$ cat config.mk
export PLATFORM = sky130hd
export DESIGN_NAME = sid_bus_slave
export DESIGN_NICKNAME = d
export VERILOG_FILES = /design/src/hdl/sid_pkg.sv /design/src/hdl/sid_bus_slave.sv
export SDC_FILE = /design/constraint.sdc
export NUM_CORES = 1
export LEC_CHECK = 0
export BUFFER_PORTS_ARGS = -buffer_cell sky130_fd_sc_hd__buf_2
export CAP_MARGIN = 20
export CORE_MARGIN = 5
export CORE_UTILIZATION = 41
export DETAILED_ROUTE_END_ITERATION = 8
export SLEW_MARGIN = 20
export SYNTH_ARGS = -nofsm -noshare
export SYNTH_HDL_FRONTEND = slang
export SYNTH_SLANG_ARGS = --single-unit
$ cat constraint.sdc
create_clock -name sys_clk_in -period 4.5 [get_ports sys_clk_in]
set_clock_uncertainty 0.1 [all_clocks]
set_input_delay 0.225 -clock sys_clk_in [delete_from_list [all_inputs] [get_ports sys_clk_in]]
set_output_delay 0.225 -clock sys_clk_in [all_outputs]
set_load 0.01 [all_outputs]
$ cat src/hdl/sid_pkg.sv
// Purpose: Shared constants, types and CRC function of the serial identity slave.
// Assumes: System clock of 10 MHz; one identity slave on the two-wire bus.
// Notes:   Key offsets, the pointer and mode reset values and the timing constants of the slave live here.
package sid_pkg;

    // ************************************************************
    // Clock and timing
    // ************************************************************
    localparam int CLK_NS = 100;                       // System clock period
    localparam int SPIKE_NS = 50;                      // Longest pulse to reject
    localparam int SPIKE_RAW = (SPIKE_NS + CLK_NS - 1) / CLK_NS;
    localparam int SPIKE_CYC = (SPIKE_RAW < 1) ? 1 : SPIKE_RAW;
    localparam int FAULT_MS = 25;                      // Least bus-fault interval
    localparam int FAULT_CYC = FAULT_MS * (1000000 / CLK_NS);
    localparam int FAULT_W = 18;                       // Width of fault counters
    localparam int SPK_W = 2;                          // Width of filter counters

    // ************************************************************
    // Address space and reset values
    // ************************************************************
    localparam logic [3:0] PTR_FAMILY = 4'h0;          // Family code
    localparam logic [3:0] PTR_SERIAL = 4'h1;          // Serial number, low byte
    localparam logic [3:0] PTR_CRC = 4'h7;             // Identity CRC
    localparam logic [3:0] PTR_CTRL = 4'h8;            // Control byte
    localparam logic [3:0] PTR_RESET = 4'h0;           // Pointer after reset
    localparam logic MODE_RESET = 1'b1;                // Timeout enabled at power-on
    localparam logic [3:0] BIT_LAST = 4'h8;            // Bits in one byte
    localparam logic [7:0] CRC_POLY_REV = 8'h8c;       // x^8+x^5+x^4+1, bit-reversed

    // ************************************************************
    // Types
    // ************************************************************
    typedef struct packed
    {
        logic scl;
        logic sda;
    } sid_pins_s;

    typedef enum logic [2:0]
    {
        ST_IDLE = 3'b000,
        ST_ADDR = 3'b001,
        ST_ADDR_ACK = 3'b010,
        ST_WRITE = 3'b011,
        ST_WR_ACK = 3'b100,
        ST_READ = 3'b101,
        ST_RD_ACK = 3'b110
    } sid_state_e;

    // CRC over the first 56 bits, least significant bit of the family code first
    function automatic logic [7:0] sid_crc8(input logic [55:0] data);
        logic [7:0] crc;
        logic fb;
        crc = 8'h00;
        for (int i = 0; i < 56; i++)
        begin
            fb = crc[0] ^ data[i];
            crc = crc >> 1;
            if (fb)
            begin
                crc = crc ^ CRC_POLY_REV;
            end
        end
        return crc;
    endfunction : sid_crc8

endpackage : sid_pkg

$ cat src/hdl/sid_bus_slave.sv
// Purpose: Two-wire bus slave that serves a fixed 64-bit identity and a control byte.
// Assumes: SCL and SDA come from the pins unsynchronised; SCL is never stretched.
// Notes:   SDA is open drain: sda_out is always low and sda_oe_out pulls the line.
//
// Function
// - Hold a fixed 64-bit identity: family code, 48-bit serial, CRC byte.
// - In timeout mode, SCL stuck at either level or SDA held low for the fault interval acts as STOP.
// - Reject pulses up to 50 ns on SDA and SCL before decoding.
// - Work as slave at both 100 kHz and 400 kHz.
// - Timeout mode is bit 0 of byte 08h, one after reset, writable.
// - Family code at 00h, serial low byte first at 01h-06h, CRC at 07h.
// - CRC covers the first 56 bits with polynomial x^8+x^5+x^4+1.
// - A timeout releases SDA, leaving the slave ready for a START.
`timescale 1ns/10ps
module sid_bus_slave #(
    parameter logic [6:0] SLAVE_ADDR = 7'h50,          // Arbitrary bus address
    parameter logic [7:0] FAMILY = 8'h5a,              // Arbitrary family code
    parameter logic [47:0] SERIAL = 48'h0123_4567_89ab, // Arbitrary serial number
    parameter int FAULT_CYC = sid_pkg::FAULT_CYC       // Bus-fault interval in cycles
) (
    input wire logic sys_clk_in,                       // 10 MHz system clock
    input wire logic rstn_in,                          // Asynchronous reset, low
    input wire logic clk_en_in,                        // Freezes all state when low
    input wire logic scl_in,                           // SCL pin level
    input wire logic sda_in,                           // SDA pin level
    output logic sda_out,                              // SDA drive value, always low
    output logic sda_oe_out,                           // High while pulling SDA low
    output logic timeout_mode_out                      // Current timeout mode bit
);

    // ************************************************************
    // Identity word
    // ************************************************************
    localparam logic [63:0] ID_WORD = {sid_pkg::sid_crc8({SERIAL, FAMILY}), SERIAL, FAMILY};

    // Byte at a pointer; the control byte reads zero above bit 0
    function automatic logic [7:0] rd_byte(input logic [3:0] ptr, input logic mode);
        logic [7:0] b;
        b = 8'h00;
        if (ptr == sid_pkg::PTR_CTRL)
        begin
            b = {7'h00, mode};
        end
        else if (ptr < sid_pkg::PTR_CTRL)
        begin
            b = ID_WORD[{ptr[2:0], 3'h0} +: 8];
        end
        return b;
    endfunction : rd_byte

    // ************************************************************
    // Input synchronisers and spike filters
    // ************************************************************
    logic [1:0] sync1_q;
    logic [1:0] sync2_q;
    logic [1:0] filt_q;
    logic [1:0] prev_q;
    logic [1:0] raw_w;

    assign raw_w = {scl_in, sda_in};

    // Two flops per pin; only the second stage is read
    always_ff @(posedge sys_clk_in or negedge rstn_in)
    begin
        if (!rstn_in)
        begin
            sync1_q <= 2'h3;
            sync2_q <= 2'h3;
            prev_q <= 2'h3;
        end
        else if (clk_en_in)
        begin
            sync1_q <= raw_w;
            sync2_q <= sync1_q;
            prev_q <= filt_q;
        end
    end

    // A new level is taken only after it persists past the spike width
    genvar gi;
    generate
        for (gi = 0; gi < 2; gi++)
        begin : g_filt
            logic [sid_pkg::SPK_W-1:0] cnt_q;
            always_ff @(posedge sys_clk_in or negedge rstn_in)
            begin
                if (!rstn_in)
                begin
                    cnt_q <= '0;
                    filt_q[gi] <= 1'b1;
                end
                else if (clk_en_in)
                begin
                    if (sync2_q[gi] == filt_q[gi])
                    begin
                        cnt_q <= '0;
                    end
                    else if (cnt_q == sid_pkg::SPK_W'(sid_pkg::SPIKE_CYC))
                    begin
                        cnt_q <= '0;
                        filt_q[gi] <= sync2_q[gi];
                    end
                    else
                    begin
                        cnt_q <= cnt_q + 1'b1;
                    end
                end
            end
        end
    endgenerate

    // ************************************************************
    // Bus events
    // ************************************************************
    sid_pkg::sid_pins_s cur_w;
    sid_pkg::sid_pins_s old_w;
    logic scl_rise_w;
    logic scl_fall_w;
    logic start_w;
    logic stop_w;

    // Start and stop are SDA edges seen while SCL stays high
    assign cur_w = filt_q;
    assign old_w = prev_q;
    assign scl_rise_w = cur_w.scl & ~old_w.scl;
    assign scl_fall_w = ~cur_w.scl & old_w.scl;
    assign start_w = cur_w.scl & old_w.scl & old_w.sda & ~cur_w.sda;
    assign stop_w = cur_w.scl & old_w.scl & ~old_w.sda & cur_w.sda;

    // ************************************************************
    // Bus-fault timeout
    // ************************************************************
    sid_pkg::sid_state_e state_q;
    sid_pkg::sid_state_e state_d;
    logic [sid_pkg::FAULT_W-1:0] scl_cnt_q;
    logic [sid_pkg::FAULT_W-1:0] sda_cnt_q;
    logic mode_q;
    logic fault_w;
    logic busy_w;
    localparam logic [sid_pkg::FAULT_W-1:0] FAULT_LAST = sid_pkg::FAULT_W'(FAULT_CYC - 1);

    // Counting only while busy keeps an idle high bus from tripping
    assign busy_w = (state_q != sid_pkg::ST_IDLE);
    assign fault_w = mode_q & busy_w & ((scl_cnt_q == FAULT_LAST) | (sda_cnt_q == FAULT_LAST));

    // Stuck-level counters for SCL at either level and SDA low
    always_ff @(posedge sys_clk_in or negedge rstn_in)
    begin
        if (!rstn_in)
        begin
            scl_cnt_q <= '0;
            sda_cnt_q <= '0;
        end
        else if (clk_en_in)
        begin
            scl_cnt_q <= (!busy_w || scl_rise_w || scl_fall_w || fault_w) ? '0 : scl_cnt_q + 1'b1;
            sda_cnt_q <= (!busy_w || cur_w.sda || fault_w) ? '0 : sda_cnt_q + 1'b1;
        end
    end

    // ************************************************************
    // Protocol engine
    // ************************************************************
    logic [3:0] bit_q;
    logic [3:0] bit_d;
    logic [7:0] shift_q;
    logic [7:0] shift_d;
    logic [3:0] ptr_q;
    logic [3:0] ptr_d;
    logic first_q;
    logic first_d;
    logic rw_q;
    logic rw_d;
    logic oe_q;
    logic oe_d;
    logic mode_d;
    logic [3:0] ptr_next_w;
    logic [7:0] rom_w;

    // Pointer wraps after the control byte
    assign ptr_next_w = (ptr_q == sid_pkg::PTR_CTRL) ? sid_pkg::PTR_FAMILY : ptr_q + 1'b1;
    assign rom_w = rd_byte(ptr_q, mode_q);

    // Next-state decode; SDA changes only after SCL falls, except the release on a bus fault, so hold time is kept
    always_comb
    begin
        state_d = state_q;
        bit_d = bit_q;
        shift_d = shift_q;
        ptr_d = ptr_q;
        first_d = first_q;
        rw_d = rw_q;
        oe_d = oe_q;
        mode_d = mode_q;
        if (fault_w || stop_w)
        begin
            state_d = sid_pkg::ST_IDLE;
            oe_d = 1'b0;
        end
        else if (start_w)
        begin
            state_d = sid_pkg::ST_ADDR;
            bit_d = 4'h0;
            oe_d = 1'b0;
        end
        else
        begin
            case (state_q)
                sid_pkg::ST_ADDR, sid_pkg::ST_WRITE:
                begin
                    if (scl_rise_w)
                    begin
                        shift_d = {shift_q[6:0], cur_w.sda};
                        bit_d = bit_q + 1'b1;
                    end
                    else if (scl_fall_w && bit_q == sid_pkg::BIT_LAST)
                    begin
                        bit_d = 4'h0;
                        oe_d = 1'b1;
                        state_d = sid_pkg::ST_WR_ACK;
                        if (state_q == sid_pkg::ST_ADDR)
                        begin
                            rw_d = shift_q[0];
                            first_d = 1'b1;
                            state_d = sid_pkg::ST_ADDR_ACK;
                            if (shift_q[7:1] != SLAVE_ADDR)
                            begin
                                oe_d = 1'b0;
                                state_d = sid_pkg::ST_IDLE;
                            end
                        end
                        else if (first_q)
                        begin
                            first_d = 1'b0;
                            ptr_d = (shift_q > {4'h0, sid_pkg::PTR_CTRL}) ? sid_pkg::PTR_FAMILY
                                                                          : shift_q[3:0];
                        end
                        else
                        begin
                            if (ptr_q == sid_pkg::PTR_CTRL)
                            begin
                                mode_d = shift_q[0];
                            end
                            ptr_d = ptr_next_w;
                        end
                    end
                end
                sid_pkg::ST_ADDR_ACK, sid_pkg::ST_RD_ACK:
                begin
                    if (state_q == sid_pkg::ST_RD_ACK && scl_rise_w && cur_w.sda)
                    begin
                        state_d = sid_pkg::ST_IDLE;    // Master refused: end of read
                    end
                    else if (scl_fall_w && (rw_q || state_q == sid_pkg::ST_RD_ACK))
                    begin
                        shift_d = rom_w;
                        oe_d = ~rom_w[7];
                        bit_d = 4'h0;
                        ptr_d = ptr_next_w;
                        state_d = sid_pkg::ST_READ;
                    end
                    else if (scl_fall_w)
                    begin
                        oe_d = 1'b0;
                        bit_d = 4'h0;
                        state_d = sid_pkg::ST_WRITE;
                    end
                end
                sid_pkg::ST_WR_ACK:
                begin
                    if (scl_fall_w)
                    begin
                        oe_d = 1'b0;
                        state_d = sid_pkg::ST_WRITE;
                    end
                end
                sid_pkg::ST_READ:
                begin
                    if (scl_rise_w)
                    begin
                        bit_d = bit_q + 1'b1;
                    end
                    else if (scl_fall_w && bit_q == sid_pkg::BIT_LAST)
                    begin
                        oe_d = 1'b0;
                        state_d = sid_pkg::ST_RD_ACK;
                    end
                    else if (scl_fall_w)
                    begin
                        shift_d = {shift_q[6:0], 1'b0};
                        oe_d = ~shift_q[6];
                    end
                end
                sid_pkg::ST_IDLE:
                begin
                    oe_d = 1'b0;
                end
                default:
                begin
                    state_d = sid_pkg::ST_IDLE;
                    oe_d = 1'b0;
                end
            endcase
        end
    end

    // Engine registers
    always_ff @(posedge sys_clk_in or negedge rstn_in)
    begin
        if (!rstn_in)
        begin
            state_q <= sid_pkg::ST_IDLE;
            bit_q <= 4'h0;
            shift_q <= 8'h00;
            ptr_q <= sid_pkg::PTR_RESET;
            first_q <= 1'b0;
            rw_q <= 1'b0;
            oe_q <= 1'b0;
            mode_q <= sid_pkg::MODE_RESET;
        end
        else if (clk_en_in)
        begin
            state_q <= state_d;
            bit_q <= bit_d;
            shift_q <= shift_d;
            ptr_q <= ptr_d;
            first_q <= first_d;
            rw_q <= rw_d;
            oe_q <= oe_d;
            mode_q <= mode_d;
        end
    end

    assign sda_out = 1'b0;
    assign sda_oe_out = oe_q;
    assign timeout_mode_out = mode_q;
endmodule : sid_bus_slave

==> run_results.csv, run 1 <==
group,metric,value,unit
die,boundaryPins,8,
worst_setup_path,critPathBufInv,0,
clock_tree,htree_levels,3,
logic_synthesis,yosys.area.top_type,"dfrtp_1",
logic_synthesis,synth_area_per_cell,9.05,um2
cells_and_area,design_area,0.00451,mm2
logic_synthesis,synthDominantCellAreaShare,36.8,%
logic_synthesis,syn_nets,478,
worst_setup_path,end_kind,"register",
die,die_area,0.0124,mm2
global_route,track_usage,15.2,%
worst_setup_path,crit_slowest_cell,"dfrtp_1",
worst_setup_path,critPathKind,"register to register",
cells_and_area,n_antenna_cell,0,
pwr,p_per_area,400,mW/mm2
clock_tree,clockBufferDepth,2,
cells_and_area,drive_gt1_share,10.9,%
clock_tree,cts_resized,0,
run_status,status,"finished, final reports clean",
die,die_y,111,um
timing,setup_viol,0,
die,num_rows,37,
timing,setup_ws,1.86,ns
pwr,pwr-share-seq,50.2,%
hold_path,hold_path.class,"input pin to register",
drt,routedWlPerCell,14.6,um
worst_setup_path,worstPathArrival,2.77,ns
clock_tree,cts_buffers,9,
logic_synthesis,ys_seq_area_share,42.5,%
pwr,power.internal,0.00116,W
pwr,pwr-share-clk,25.0,%
place,dpl_cell_area,0.00431,mm2
clock_tree,clk_latency,0.35,ns
logic_synthesis,async_reset_ff_share,100,%
timing,finalSetupTns,0,ns
die,chipWidth,111,um
global_route,antenna_found_initial,0,
flow_run,drv_cap,0,
drt,ant_nets,0,
die,core_region_area,0.0102,mm2
pwr,swShare,35.6,%
logic_synthesis,synth_edf_count,0,
drt,wl,8.79,mm
clock_tree,cts_tree,"yes",
place,place_ws,1.94,ns
pwr,peakVddDrop,0.174,mV
logic_synthesis,yosysWarnings,0,
worst_setup_path,max_stage_delay,0.63,ns
worst_setup_path,cp_cell_sequence,"nand2b_1 > o21ai_0 > o211ai_1 > a21oi_2 > mux2_1",
cells_and_area,area_delta_synth_final,7.01,%
pwr,netSwitchingPower,0.000641,W
pwr,power.leakage,1.86,nW
clock_tree,postCtsSetupBuffers,0,
logic_synthesis,synth.distinct_cells,65,
global_route,overflow,0,
timing,timing.hold.ws,0.310,ns
timing,max_freq,379,MHz
logic_synthesis,syn_inst,465,
timing,layout_min_cycle_time,2.64,ns
logic_synthesis,yosys-top-cells-area,"dfrtp_1 37%, dfstp_2 5.6%, nor2_1 4.8%, xor2_1 3.7%, nand2_1 3.5%",
timing,tightestPinTransition,0.742,ns
worst_setup_path,crit_path_max_fanout,25,
drt,dr_total_vias,3359,
place,place_congestion,0.860,
clock_tree,clk_pin_slew,0.07,ns
timing,hold_violations,0,
timing,final_max_slew_viol_count,0,
logic_synthesis,ys_seq_elements,71,
cells_and_area,nNetsFinal,474,
logic_synthesis,syn-cell-area,0.00421,mm2
worst_setup_path,startpoint_type,"register",
die,start_util,41.3,%
worst_setup_path,crit_required,4.63,ns
clock_tree,postCtsHoldBufs,3,
clock_tree,clock-sinks,71,
place,post-dp-hpwl,6.08,mm
worst_setup_path,critPathTopFamily,"compound AO/OA/AOI/OAI gates",
logic_synthesis,ys.flop_type,"dfrtp_1",
timing,fin_crit_sh,58.7,%
drt,drc_errors,0,
drt,viasPerCell,5.58,
global_route,grt_max_degree,41,
global_route,grt_pass1_wl,15.7,mm
timing,slew_headroom,50.3,%
place,portBuffers,6,
pwr,power_frac_comb,24.8,%
drt,dr.pass1.iters,4,
timing,rsz0062_at_grt,"no",
drt,first_iter_violations,245,
clock_tree,root_buffer,"clkbuf_8",
global_route,first_global_vias,3254,
## power by group through the flow
stage               Sequential (W)  Combinational, W  Clock [W]
global placement          0.000913          0.000438          0
finish                    0.000905          0.000447   0.000450
global route              0.000928          0.000511   0.000503
floorplan                 0.000836          0.000407          0
detailed placement        0.000916          0.000448          0
CTS                       0.000903          0.000452   0.000473
## routing by layer
metal	routed length, um	share of wire [%]	global-route usage, %
met1	4310	49	21.1
met2	4020	46	22.9
met3	292	3.3	2.99
met4	166	1.9	7.06
met5	0	0	0
## logic make-up (layout without fill, tap and decap cells)
| kind of cell | Yosys count | after routing | share of synthesized area [%] |
|---|---|---|---|
| flops | 71 | 71 | 42.5 |
| fa+ha+maj | 8 | 8 | 2.38 |
| buf+inv | 36 | 37 | 3.60 |
| mux | 16 | 16 | 4.16 |
| simple gates | 214 | 214 | 26.8 |
| other cells | 1 | 1 | 0.0891 |
| xor+xnor | 26 | 26 | 5.41 |
| compound gates | 93 | 93 | 15.1 |
## registers in the layout, summed over array words and instances (netlist names)
signal,cells
bit_q,4
old_w,2
first_q,1
sync2_q,2
timeout_mode_out,1
sda_cnt_q,18
cur_w,2
ptr_q,4
state_q,3
sync1_q,2
g_filt.cnt_q,4
shift_q,8
scl_cnt_q,18
rw_q,1
sda_oe_out,1
## tightest hold or removal path, stage by stage
cell	delay [ns]
buf_2	0.29
nand2_1	0.15
o2bb2ai_1	0.05
## final timing paths
path | startpoint | end | slack, ns | depth (start not counted)
min in group asynchronous | rstn_in | ptr_q[1] | 0.36 | 2
min | clk_en_in | scl_cnt_q[1] | 0.31 | 3
max in group asynchronous | rstn_in | timeout_mode_out | 2.96 | 3
min reg2reg | g_filt[1].cnt_q[1] | g_filt[1].cnt_q[1] | 0.38 | 1
max | state_q[0] | shift_q[0] | 1.86 | 5
max reg2reg | state_q[0] | shift_q[0] | 1.86 | 5
## final cells by class
class	instances	area (um2)
fill	1017	5680
multi-input combinational	358	2270
sequential	71	1790
tap	136	170
clock buffer	12	145
timing repair buffer	10	67.6
inverter	11	41.3
clock inverter	4	22.5
## cell usage in the layout (no fill, tap or decap), types with 4 or more instances in the layout
cell type	netlist	layout
xnor2_1	8	8
nand2b_1	10	10
and2_1	4	4
inv_1	11	11
nand4_1	11	11
a21o_1	4	4
mux2i_1	4	4
and3_1	10	10
dfstp_2	9	9
mux2_1	4	4
o21ai_1	4	4
xor2_1	18	18
a21oi_1	21	21
nand3b_1	6	6
nand4b_1	4	4
nor2b_1	6	6
ha_1	8	8
nand3_1	24	24
mux2_2	8	8
o21ai_0	20	20
buf_2	7	6
nor4_1	6	6
dfrtp_1	62	62
o2bb2ai_1	6	6
clkbuf_8	0	10
a31oi_1	7	7
nor3_1	17	17
nor2_1	54	54
nand2_1	39	39
o31ai_1	4	4
and4_1	4	4
## stage by stage
stage | power [W] | cells | util (%)
floorplan | 0.00124 | 465 | -
global placement | 0.00135 | 583 | 42.3
detailed placement | 0.00136 | 583 | 42.3
CTS | 0.00183 | 602 | 44.2
global route | 0.00194 | 602 | 44.2
finish | 0.00180 | 602 | 44.2
## synth_stat cells (9+ instances only)
cell type / count
a21oi_1: 21
and3_1: 10
clkbuf_1: 15
dfrtp_1: 62
dfstp_2: 9
inv_1: 11
nand2_1: 39
nand2b_1: 10
nand3_1: 24
nand4_1: 11
nor2_1: 54
nor3_1: 17
o21ai_0: 20
xor2_1: 18
Note: power is estimated with default switching activity, not from simulation.
==> run 2: changes to the inputs <==
- clock period: 4.5 -> 2.4 ns (I/O delays scaled with it)
==> run_results.csv, run 2 (synthesized netlist as in run 1, its figures left out) <==
group,metric,value,unit
cells_and_area,area_delta_synth_final,11.1,%
worst_setup_path,worstRegToRegCells,6,
pwr,pwr-share-seq,47.4,%
drt,drc_errors,0,
clock_tree,htree_levels,3,
pwr,p_per_area,746,mW/mm2
global_route,grt_max_degree,27,
worst_setup_path,critPathTopFamily,"simple AND/OR/NAND/NOR gates",
clock_tree,clockBufferDepth,2,
die,die_y,111,um
run_status,status,"finished, final reports clean",
cells_and_area,mostFrequentLayoutCells,"62 x dfrtp_1, 54 x nor2_1, 39 x nand2_1",
timing,rsz0062_at_grt,"no",
die,chipWidth,111,um
timing,max_freq,439,MHz
global_route,grt_pass1_wl,16.1,mm
drt,viasPerCell,5.57,
timing,setup_viol,0,
clock_tree,cts_tree,"yes",
place,portBuffers,6,
die,boundaryPins,8,
clock_tree,root_buffer,"clkbuf_8",
cells_and_area,nFillCells,1000,
drt,wl,9.15,mm
die,die_area,0.0124,mm2
worst_setup_path,crit_slowest_cell,"or4b_1",
worst_setup_path,reg2reg_to,"rw_q",
worst_setup_path,max_stage_delay,0.54,ns
worst_setup_path,cp.depth,6,
worst_setup_path,reg2reg_slack,0.12,ns
clock_tree,clock-sinks,71,
worst_setup_path,cp_cell_sequence,"or4b_1 > nor3_1 > a32o_2 > nand2_1 > nand4b_1 > mux2_1",
worst_setup_path,end_kind,"register",
flow_run,drv_cap,0,
die,start_util,41.3,%
timing,fin_crit_sh,94.9,%
drt,wl_met2,4.21,mm
clock_tree,clk_pin_slew,0.07,ns
pwr,swShare,35.3,%
worst_setup_path,rr_startpoint,"sda_cnt_q[6]",
global_route,track_usage,15.6,%
drt,routedWlPerCell,14.7,um
pwr,peakVddDrop,0.456,mV
worst_setup_path,worstPathArrival,2.41,ns
pwr,power.leakage,1.97,nW
die,core_region_area,0.0102,mm2
timing,layout_min_cycle_time,2.28,ns
die,num_rows,37,
cells_and_area,utilization,45.9,%
clock_tree,clk_latency,0.35,ns
worst_setup_path,crit_required,2.53,ns
clock_tree,cts_buffers,9,
global_route,overflow,0,
drt,dr.max_layer_used,"met4",
worst_setup_path,startpoint_type,"register",
drt,dr.pass1.iters,7,
pwr,power_frac_comb,27.4,%
timing,hold_violations,0,
worst_setup_path,startpoint,"sda_cnt_q[6]",
timing,final_max_slew_viol_count,0,
global_route,first_global_vias,3210,
cells_and_area,top_regs,"scl_cnt_q x18, sda_cnt_q x18, shift_q x8",
pwr,power.internal,0.00225,W
cells_and_area,n_antenna_cell,0,
drt,first_iter_violations,226,
cells_and_area,drive_gt1_share,14.8,%
drt,dr_total_vias,3463,
hold_path,hold_path.class,"input pin to register",
worst_setup_path,endpoint,"rw_q",
pwr,pwr-share-clk,25.2,%
cells_and_area,final_common_cell,"dfrtp_1",
drt,ant_nets,0,
pwr,netSwitchingPower,0.00123,W
worst_setup_path,critPathBufInv,0,
drt,wl_met1,4.49,mm
global_route,antenna_found_initial,0,
place,post-dp-hpwl,6.53,mm
clock_tree,postCtsSetupBuffers,0,
place,place_congestion,0.903,
timing,finalSetupTns,0,ns
worst_setup_path,critPathKind,"register to register",
drt,wl_met3,291,um
worst_setup_path,crit_path_max_fanout,7,
cells_and_area,nNetsFinal,494,
[run 2: cell type report]
cell class / instances / area [um2] / area share, %
Timing Repair Buffer: 30 / 230 / 4.92
Multi-Input combinational cell: 358 / 2270 / 48.6
Tap cell: 136 / 170 / 3.64
Clock inverter: 4 / 20.0 / 0.428
Sequential cell: 71 / 1790 / 38.2
Inverter: 11 / 41.3 / 0.883
Clock buffer: 12 / 155 / 3.32
[run 2: how the worst min path moves through the flow]
stage / startpoint / to / slack [ns] / cells after the start
finish: clk_en_in / sda_cnt_q[1] / 0.11 / 3
global route: clk_en_in / sda_cnt_q[1] / 0.12 / 3
CTS: clk_en_in / sda_cnt_q[1] / 0.1 / 3
detailed placement: rstn_in / shift_q[2] / 0.01 / 1
global placement: rstn_in / shift_q[2] / 0.02 / 1
floorplan: rstn_in / bit_q[0] / -0.28 / 0
[run 2: power by group through the flow]
stage          combinational (W)  clock, W  sequential (W)
3_3_place_gp            0.000937         0         0.00166
3_5_place_dp            0.000948         0         0.00167
5_1_grt                  0.00108  0.000958         0.00169
6_report                0.000956  0.000877         0.00165
4_1_cts                 0.000956  0.000905         0.00165
2_1_floorplan           0.000762         0         0.00157
[run 2: tightest hold or removal path, delay by kind of cell]
family / cells / cell delay, ns
and+or+nand+nor: 1 / 0.12
AOI/OAI and AO/OA: 1 / 0.05
buffers and inverters: 1 / 0.23
[run 2: layer usage]
layer / global-route usage [%] / up-vias
li1: - / 1707
met1: 22.4 / 1683
met2: 23.4 / 62
met3: 2.55 / 11
met4: 6.57 / 0
met5: 0 / -
[run 2: timing repair]
item                      in CTS  in global routing
hold endpoints to repair      18                  0
hold buffers                   3                  0
gates resized for setup        0                  0
[run 2: stage by stage]
step | area (um2) | setup slack [ns] | hold slack (ns) | cells | power [W]
floorplan | 4210 | 0.314 | -0.276 | 465 | 0.00233
global placement | 4470 | 0.200 | 0.0161 | 603 | 0.00260
detailed placement | 4470 | 0.153 | 0.0113 | 603 | 0.00262
CTS | 4680 | 0.138 | 0.0996 | 622 | 0.00351
global route | 4680 | 0.0278 | 0.123 | 622 | 0.00373
finish | 4680 | 0.123 | 0.114 | 622 | 0.00349
